<file path="config.mk">
export PLATFORM = sky130hd
export DESIGN_NAME = scs_sequencer
export DESIGN_NICKNAME = d
export VERILOG_FILES = /design/src/design/scs_pkg.sv /design/src/design/scs_sequencer.sv
export SDC_FILE = /design/constraint.sdc
export NUM_CORES = 1
export LEC_CHECK = 0
export BUFFER_PORTS_ARGS = -buffer_cell sky130_fd_sc_hd__buf_2
export CAP_MARGIN = 20
export CORE_UTILIZATION = 30
export CTS_CLUSTER_DIAMETER = 100
export DETAILED_ROUTE_END_ITERATION = 8
export GPL_TIMING_DRIVEN = 0
export PLACE_DENSITY = 0.56
export SLEW_MARGIN = 30
export SYNTH_ARGS = -nofsm -noshare
export SYNTH_HDL_FRONTEND = slang
export SYNTH_SLANG_ARGS = --single-unit
</file>
<file path="constraint.sdc">
create_clock -name i_ref_clk -period 3.02 [get_ports i_ref_clk]
set_input_delay 0.302 -clock i_ref_clk [delete_from_list [all_inputs] [get_ports i_ref_clk]]
set_output_delay 0.302 -clock i_ref_clk [all_outputs]
set_load 0.005 [all_outputs]
</file>
<file path="src/design/scs_pkg.sv">
// shared types and constants for the stage command sequencer
package scs_pkg;
  localparam int unsigned CMD_W       = 8;
  localparam int unsigned STAGE_W     = 5;
  localparam int unsigned WORD_W      = 15;
  localparam int unsigned CLK_MHZ     = 200;
  localparam int unsigned INTERVAL_MS = 100;
  localparam int unsigned INTERVAL_CYC = INTERVAL_MS * 1000 * CLK_MHZ;
  localparam int unsigned CNT_W       = 25;
  localparam int unsigned BIT_CNT_W   = 4;
  localparam int unsigned TLM_W       = 7;
  localparam logic [CMD_W-1:0] CMD_ZERO = 8'h00;
  localparam logic [BIT_CNT_W-1:0] LAST_BIT = 4'he;

  typedef struct packed {
    logic               reset_bit;
    logic               read_bit;
    logic [STAGE_W-1:0] stage;
    logic [CMD_W-1:0]   cmd;
  } scs_word_t;

  typedef struct packed {
    logic               sel;
    logic               sel_red;
    logic               read;
    logic               read_red;
    logic               rst;
    logic               rst_red;
    logic [STAGE_W-1:0] stage;
    logic [CMD_W-1:0]   cmd;
  } scs_lines_t;

  typedef enum logic [3:0] {
    ST_IDLE    = 4'h0,
    ST_SHIFT   = 4'h1,
    ST_PRECHK  = 4'h2,
    ST_PRERST  = 4'h3,
    ST_LOAD    = 4'h4,
    ST_VERIFY  = 4'h5,
    ST_READ    = 4'h6,
    ST_FRST    = 4'h7,
    ST_CLOAD   = 4'h8,
    ST_CREAD   = 4'h9,
    ST_DONE    = 4'ha
  } scs_state_t;
endpackage

</file>
<file path="src/design/scs_sequencer.sv">
// stage command selector sequencer: controller end of the selector lines
`timescale 1ns/10ps
`default_nettype none
module scs_sequencer
  import scs_pkg::*;
(
  // clock and reset
  input  wire logic                    i_ref_clk,
  input  wire logic                    i_sys_rst,
  // serial command from flight computer
  input  wire logic                    i_ser_valid,
  input  wire logic                    i_ser_data,
  output logic                         o_ser_ready,
  // settling interval in cycles
  input  wire logic [15:0]             i_settle_cyc,
  // verify lines from decoders
  input  wire logic [scs_pkg::CMD_W-1:0] i_verify,
  // selector lines out
  output scs_pkg::scs_lines_t          o_lines,
  // telemetry and status
  output logic [scs_pkg::TLM_W-1:0]    o_tlm,
  output logic                         o_busy,
  output logic                         o_fired,
  output logic                         o_retried
);
  import scs_pkg::*;

  ////////////////////////////////////////////////////////////////////////
  scs_state_t             state_reg, state_next;
  scs_word_t              word_reg, word_next;
  scs_lines_t             lines_reg, lines_next;
  logic [BIT_CNT_W-1:0]   bit_reg, bit_next;
  logic [15:0]            settle_reg, settle_next;
  logic [CNT_W-1:0]       gap_reg, gap_next;
  logic                   fired_reg, fired_next;
  logic                   retried_reg, retried_next;
  logic                   settled;

  assign settled = (settle_reg == 16'h0000);

  always_comb begin
    state_next   = state_reg;
    word_next    = word_reg;
    lines_next   = lines_reg;
    bit_next     = bit_reg;
    settle_next  = (settle_reg != 16'h0000) ?
                   settle_reg - 16'h0001 : settle_reg;
    gap_next     = (gap_reg != '0) ? gap_reg - 25'h0000001 : gap_reg;
    fired_next   = 1'b0;
    retried_next = retried_reg;
    case (state_reg)
      ST_IDLE: begin
        // pacing holds off new words, not just new reads
        if (i_ser_valid && gap_reg == '0) begin
          word_next  = {word_reg[WORD_W-2:0], i_ser_data};
          bit_next   = 4'h1;
          state_next = ST_SHIFT;
        end
      end
      ST_SHIFT: begin
        if (i_ser_valid) begin
          word_next = {word_reg[WORD_W-2:0], i_ser_data};
          bit_next  = bit_reg + 4'h1;
          // bit_reg counts bits already taken, so this edge takes the 15th
          if (bit_reg == LAST_BIT) begin
            state_next   = ST_PRECHK;
            settle_next  = i_settle_cyc;
            retried_next = 1'b0;
            gap_next     = CNT_W'(INTERVAL_CYC - 1);
          end
        end
      end
      ST_PRECHK: begin
        if (settled) begin
          if (word_reg.reset_bit) begin
            // reset-only word: pulse both reset lines
            lines_next.rst     = 1'b1;
            lines_next.rst_red = 1'b1;
            settle_next        = i_settle_cyc;
            state_next         = ST_DONE;
          end else if (i_verify == CMD_ZERO) begin
            lines_next.cmd     = word_reg.cmd;
            lines_next.stage   = word_reg.stage;
            lines_next.sel     = 1'b1;
            lines_next.sel_red = 1'b1;
            settle_next        = i_settle_cyc;
            state_next         = ST_LOAD;
          end else begin
            lines_next.rst     = 1'b1;
            lines_next.rst_red = 1'b1;
            settle_next        = i_settle_cyc;
            state_next         = ST_PRERST;
          end
        end
      end
      ST_PRERST: begin
        if (settled) begin
          lines_next.rst     = 1'b0;
          lines_next.rst_red = 1'b0;
          settle_next        = i_settle_cyc;
          state_next         = ST_PRECHK;
        end
      end
      ST_LOAD: begin
        if (settled)
          state_next = ST_VERIFY;
      end
      ST_VERIFY: begin
        if (i_verify == ~word_reg.cmd) begin
          lines_next.read     = 1'b1;
          lines_next.read_red = 1'b1;
          settle_next         = i_settle_cyc;
          state_next          = ST_READ;
        end else begin
          lines_next.sel      = 1'b0;
          lines_next.sel_red  = 1'b0;
          lines_next.rst      = 1'b1;
          lines_next.rst_red  = 1'b1;
          settle_next         = i_settle_cyc;
          retried_next        = 1'b1;
          state_next          = ST_FRST;
        end
      end
      ST_FRST: begin
        if (settled) begin
          lines_next.rst     = 1'b0;
          lines_next.rst_red = 1'b0;
          lines_next.cmd     = ~word_reg.cmd;
          lines_next.sel     = 1'b1;
          lines_next.sel_red = 1'b1;
          settle_next        = i_settle_cyc;
          state_next         = ST_CLOAD;
        end
      end
      ST_CLOAD: begin
        // verify lines deliberately not examined here
        if (settled) begin
          lines_next.read     = 1'b1;
          lines_next.read_red = 1'b1;
          settle_next         = i_settle_cyc;
          state_next          = ST_CREAD;
        end
      end
      ST_READ, ST_CREAD: begin
        if (settled) begin
          // decoder self-resets on read, so release all lines
          lines_next = '0;
          fired_next = 1'b1;
          settle_next = i_settle_cyc;
          state_next = ST_DONE;
        end
      end
      ST_DONE: begin
        lines_next.rst     = 1'b0;
        lines_next.rst_red = 1'b0;
        if (settled)
          state_next = ST_IDLE;
      end
      default: state_next = ST_IDLE;
    endcase
  end

  always_ff @(posedge i_ref_clk) begin
    if (i_sys_rst) begin
      state_reg   <= ST_IDLE;
      word_reg    <= '0;
      lines_reg   <= '0;
      bit_reg     <= '0;
      settle_reg  <= '0;
      gap_reg     <= '0;
      fired_reg   <= 1'b0;
      retried_reg <= 1'b0;
    end else begin
      state_reg   <= state_next;
      word_reg    <= word_next;
      lines_reg   <= lines_next;
      bit_reg     <= bit_next;
      settle_reg  <= settle_next;
      gap_reg     <= gap_next;
      fired_reg   <= fired_next;
      retried_reg <= retried_next;
    end
  end

  ////////////////////////////////////////////////////////////////////////
  assign o_lines     = lines_reg;
  // command field withheld from telemetry
  assign o_tlm       = {lines_reg.rst, lines_reg.read, lines_reg.stage};
  // three status flags for telemetry
  assign o_busy      = (state_reg != ST_IDLE);
  assign o_fired     = fired_reg;
  assign o_retried   = retried_reg;
  assign o_ser_ready = (state_reg == ST_SHIFT) ||
                       (state_reg == ST_IDLE && gap_reg == '0);

  ////////////////////////////////////////////////////////////////////////
  a_read_needs_sel: assert property (@(posedge i_ref_clk)
    disable iff (i_sys_rst)
    $rose(lines_reg.read) |-> lines_reg.sel)
    else $error("read without stage select");
  a_no_rst_read: assert property (@(posedge i_ref_clk) disable iff (i_sys_rst)
    !(lines_reg.read && lines_reg.rst))
    else $error("read and reset together");
  a_bad_verify_rst: assert property (@(posedge i_ref_clk)
    disable iff (i_sys_rst)
    (state_reg == ST_VERIFY && i_verify != ~word_reg.cmd)
      |=> lines_reg.rst && !lines_reg.read)
    else $error("mismatch without forced reset");
  a_good_verify_rd: assert property (@(posedge i_ref_clk)
    disable iff (i_sys_rst)
    (state_reg == ST_VERIFY && i_verify == ~word_reg.cmd)
      |=> lines_reg.read)
    else $error("match without read");
  a_compl_reload: assert property (@(posedge i_ref_clk) disable iff (i_sys_rst)
    (state_reg == ST_FRST && state_next == ST_CLOAD)
      |=> lines_reg.cmd == ~word_reg.cmd && lines_reg.sel)
    else $error("complement reload wrong");
  a_prechk_busy: assert property (@(posedge i_ref_clk) disable iff (i_sys_rst)
    (state_reg == ST_PRECHK && settled && !word_reg.reset_bit &&
     i_verify != CMD_ZERO) |=> lines_reg.rst && !lines_reg.sel)
    else $error("busy verify without reset");
  a_load_clean: assert property (@(posedge i_ref_clk) disable iff (i_sys_rst)
    $rose(lines_reg.sel) && state_reg == ST_LOAD
      |-> $past(i_verify) == CMD_ZERO)
    else $error("load with active verify");
  a_pace_gap: assert property (@(posedge i_ref_clk) disable iff (i_sys_rst)
    (state_reg == ST_IDLE && gap_reg != '0) |=> state_reg != ST_SHIFT)
    else $error("command interval violated");
  a_red_dup: assert property (@(posedge i_ref_clk) disable iff (i_sys_rst)
    lines_reg.sel == lines_reg.sel_red && lines_reg.read == lines_reg.read_red
      && lines_reg.rst == lines_reg.rst_red)
    else $error("redundant lines disagree");
  a_tlm_stage: assert property (@(posedge i_ref_clk) disable iff (i_sys_rst)
    o_tlm[STAGE_W-1:0] == lines_reg.stage)
    else $error("telemetry stage wrong");

  // sequencing checks
  a_word_done: assert property (@(posedge i_ref_clk) disable iff (i_sys_rst)
    (state_reg == ST_SHIFT && i_ser_valid && bit_reg == LAST_BIT)
      |=> state_reg == ST_PRECHK)
    else $error("word not complete after fifteen bits");
  a_shift_bound: assert property (@(posedge i_ref_clk) disable iff (i_sys_rst)
    (state_reg == ST_SHIFT) |-> bit_reg <= LAST_BIT)
    else $error("shift count overran the word");
  a_pace_busy: assert property (@(posedge i_ref_clk) disable iff (i_sys_rst)
    (state_reg == ST_PRECHK) |-> gap_reg != '0)
    else $error("pacing gap not started");
  a_sel_cmd: assert property (@(posedge i_ref_clk) disable iff (i_sys_rst)
    $rose(lines_reg.sel) |-> lines_reg.stage == word_reg.stage &&
      (lines_reg.cmd == word_reg.cmd ||
       lines_reg.cmd == ~word_reg.cmd))
    else $error("select without its command");
  a_settle_hold: assert property (@(posedge i_ref_clk) disable iff (i_sys_rst)
    (state_reg == ST_LOAD && !settled) |=> state_reg == ST_LOAD)
    else $error("verify sampled before settling");
  a_load_to_vfy: assert property (@(posedge i_ref_clk) disable iff (i_sys_rst)
    (state_reg == ST_LOAD && settled) |=> state_reg == ST_VERIFY)
    else $error("loaded command not verified");
  a_cload_read: assert property (@(posedge i_ref_clk) disable iff (i_sys_rst)
    (state_reg == ST_CLOAD && settled)
      |=> lines_reg.read && state_reg == ST_CREAD)
    else $error("complement load not read directly");
  a_stage_kept: assert property (@(posedge i_ref_clk) disable iff (i_sys_rst)
    (state_reg == ST_FRST && settled)
      |=> lines_reg.stage == word_reg.stage && !lines_reg.rst)
    else $error("complement reload lost its stage");
  a_reset_word: assert property (@(posedge i_ref_clk) disable iff (i_sys_rst)
    (state_reg == ST_PRECHK && settled && word_reg.reset_bit)
      |=> lines_reg.rst && lines_reg.rst_red && !lines_reg.sel)
    else $error("reset word without relay reset");
  a_fire_clean: assert property (@(posedge i_ref_clk) disable iff (i_sys_rst)
    fired_reg |-> !lines_reg.sel && !lines_reg.read && !$past(fired_reg))
    else $error("fire pulse with lines still driven");

  c_direct_fire: cover property (@(posedge i_ref_clk)
    state_reg == ST_READ && fired_next);
  c_retry_fire: cover property (@(posedge i_ref_clk)
    state_reg == ST_CREAD && fired_next);
  c_pre_reset: cover property (@(posedge i_ref_clk) state_reg == ST_PRERST);
  c_word_done: cover property (@(posedge i_ref_clk)
    state_reg == ST_SHIFT && i_ser_valid && bit_reg == LAST_BIT);
  c_reset_word: cover property (@(posedge i_ref_clk)
    state_reg == ST_PRECHK && settled && word_reg.reset_bit);
endmodule
`default_nettype wire

</file>
==> metrics.md <==
| Metric | Value |
|---|---|
| Synthesized-area fraction occupied by adder cells | 0.01715 |
| Worst-margin pin slew | 0.8801 ns |
| Sw power | 1.851 mW |
| CTS root buf | clkbuf_16 |
| Initial core utilization | 0.3118 |
| ANT nets after route | 0 |
| Fin crit period | 2.666 ns |
| Worst path arrival time | 2.93 ns |
| Largest net degree at the start of global routing | 14 |
| Mux cell area share after synthesis | 0.06773 |
| CP max FO | 9 |
| Die height | 122.8 µm |
| Async SR Flop Fraction | 0 |
| Rows | 43 |
| DRC errors left | 0 |
| Synthesis-stage register bit count | 82 |
| Area delta synth->final | 18.61% |
| Syn nets | 562 |
| Synth area leaders | dfxtp_1, a21oi_1, mux2i_1 |
| Fillers | 1,429 |
| Share of the synthesized area in the top cell type | 0.3750 |
| Max Clock Skew | 0.006693 ns |
| Power per cell area | 915.8 mW/mm² |
| Fin crit share | 0.8827 |
| Global-route wire length before repair | 19,160 µm |
| Vias/cell | 5.172 |
| Most numerous cell in the Yosys netlist | dfxtp_1 |
| Register area share after synthesis | 0.3750 |
| Setup Crit Path Kind | reg -> reg |
| GR Util All Layers | 0.1645 |
| Maximum vdd drop | 280.9 µV |
| DP Wirelength | 8507 µm |
| Multi-input gate area | 0.002497 mm² |
| Port buffer count | 57 |
| Routed wire length per instance | 14.74 µm |
| Clk_lat worst skew | 0.34 ns |
| Worst rel slew slack | 0.4079 |
| First-pass iteration count of the detailed router | 5 |
| TritonCTS Sinks | 82 |
| CTS max path bufs | 2 |
| Total die area | 0.01508 mm² |
| Core Region | 0.01404 mm² |
| Post-Synth Simple-Gate Area | 0.2369 |
| Combinational Power Share | 0.438 |
| Hold Vio Cnt, Final | 0 |
| Share of post-route cells with drive strength above 1 | 0.1733 |
| DR vias | 4,034 |
| Most frequent cells after synthesis | dfxtp_1, nor2_1, a21oi_1, nand2_1, nand3_1 |
| Req. time, crit path | 3.28 ns |
| Max Cap Violations | 0 |
| Slew Limit Fails | 0 |
| Post-CTS sizing | 0 |
| Antenna Cells | 0 |
| Xor-xnor portion of the synthesized cell area | 0.08202 |
| Placed cells | 765 |
| Setup-failing EPs final | 0 |
| Non-Filler Instances | 780 |
| Number of flip-flops under the largest register name | 25 |
| Compound-Gate Fraction of Synth Area | 0.1666 |
| Register clock-pin slew on the reported worst setup and hold paths | 0.06 ns |
| Yosys warnings | 0 |
| Post-synthesis cell type count | 67 |
| Initial antenna violation count | 0 |
| Largest family of logic cells by synthesized area | simple AND/OR/NAND/NOR gates |
| Result of the run | complete, no violations |
| Post-Route WL | 11,500 µm |
| Pint | 2.904 mW |
| Main synth FF type | dfxtp_1 |
| Syn_area_per_cell | 8.292 µm² |
| Routability cong. | 0.8780 |
| Remaining Overflow, GRT | 0 |
| # IOs | 58 |
| Hold buffer count at cts | 0 |
| Number of enable flip-flop cells after synthesis | 0 |
| Leak | 2.040 nW |
| Initial DRC Count | 242 |
| Unrepaired setup endpoints after global routing | no |
| CP Capture Type | register |
| Total CTS buffers | 9 |
| Post-CTS setup buffers | 0 |
| Critical path startpoint category | register |
| Hold Crit Class | in -> reg |
| Switching portion of total power | 0.3893 |
| R2R setup slack | 0.35 ns |
| H-tree levels | 3 |
| Final nets | 630 |
| FF/Latch Area | 0.001642 mm² |
| TritonCTS clock tree | yes |
| Vias in the first global route | 3,930 |
| Clock power frac | 0.235 |
| Flop pwr share | 0.327 |
| Gate Count Post-Synth | 528 |
| Die Wd | 122.8 µm |
| TNS Setup | 0 ns |
| Mapped cell area | 0.004378 mm² |
| Leading area contributor after synthesis | dfxtp_1 |
| Max Freq | 375.1 MHz |
| Smallest hold slack | 0.2011 ns |
## metrics by stage
step | total power, mW | instance area [µm²] | worst slack, ns | util
floorplan | 3.183 | 4378 | 0.9109 | -
global placement | 3.584 | 4888 | 0.4120 | 0.3481
CTS | 4.782 | 5192 | 0.3588 | 0.3698
finish | 4.755 | 5192 | 0.3543 | 0.3698
detailed placement | 3.652 | 4888 | 0.3689 | 0.3481
global route | 5.102 | 5192 | 0.1308 | 0.3698
## worst paths after layout
| path | end | cells past startpoint | from |
|---|---|---|---|
| max | settle_reg[1] | 9 | settle_reg[1] |
| min | word_reg[0] | 3 | i_ser_data |
| max reg2reg | settle_reg[1] | 9 | settle_reg[1] |
| min reg2reg | o_lines[11] | 2 | o_lines[11] |
## cell usage in the layout (no fill, tap or decap), drive strengths merged, types with 9 or more instances in the layout
cell type,Yosys,final
inv,10,10
nor2,57,57
nand2b,9,9
nor4,10,10
nor3,16,16
a21oi,48,48
xnor2,15,15
clkbuf,22,33
mux2i,24,24
o21ai,23,23
xor2,26,26
or3,9,9
dfxtp,82,82
buf,16,73
nand2,42,42
nand3,30,30
## cell families (layout without fill, tap and decap cells)
kind of cell,after synthesis,in the layout
compound gates,118,118
xor+xnor,41,41
fa+ha+maj,6,6
buf+inv,49,121
flops,82,82
mux,29,29
simple gates,203,203
## power groups by stage
stage                     Sequential [mW]  Combinational (mW)  Clock [mW]
final                                1.56                2.08        1.12
after global routing                 1.59                2.33        1.18
after CTS                            1.56                2.09        1.14
after detailed placement             1.58                2.07           0
after global placement               1.56                2.02           0
after floorplan                      1.53                1.66           0
## layer usage
layer  part of all wire  wire length, µm  up-vias  track usage
li1                   -                -     2020            -
met1               0.48             5522     1872       0.2120
met2               0.45             5176      121       0.2637
met3              0.044              501       21      0.02323
met4              0.026              296        0      0.09070
met5                  0                0        -            0
## layout make-up
| class | instances | share of cell area |
|---|---|---|
| Clock buffer | 11 | 0.04867 |
| Clock inverter | 4 | 0.009880 |
| Timing Repair Buffer | 57 | 0.05494 |
| Inverter | 11 | 0.007952 |
| Tap cell | 180 | 0.04337 |
| Sequential cell | 82 | 0.3161 |
| Multi-Input combinational cell | 397 | 0.4810 |
| Buffer | 38 | 0.03807 |
## worst max-delay path, cell delays in order, from the launching register on
cell,delay [ns]
dfxtp_1,0.33
inv_1,0.11
ha_1,0.15
nor3b_1,0.24
and3_1,0.19
clkbuf_1,0.36
nand2_2,0.23
o22ai_1,0.58
nand3_1,0.22
a21oi_1,0.19
No activity file was read; power rests on OpenSTA's default activity.
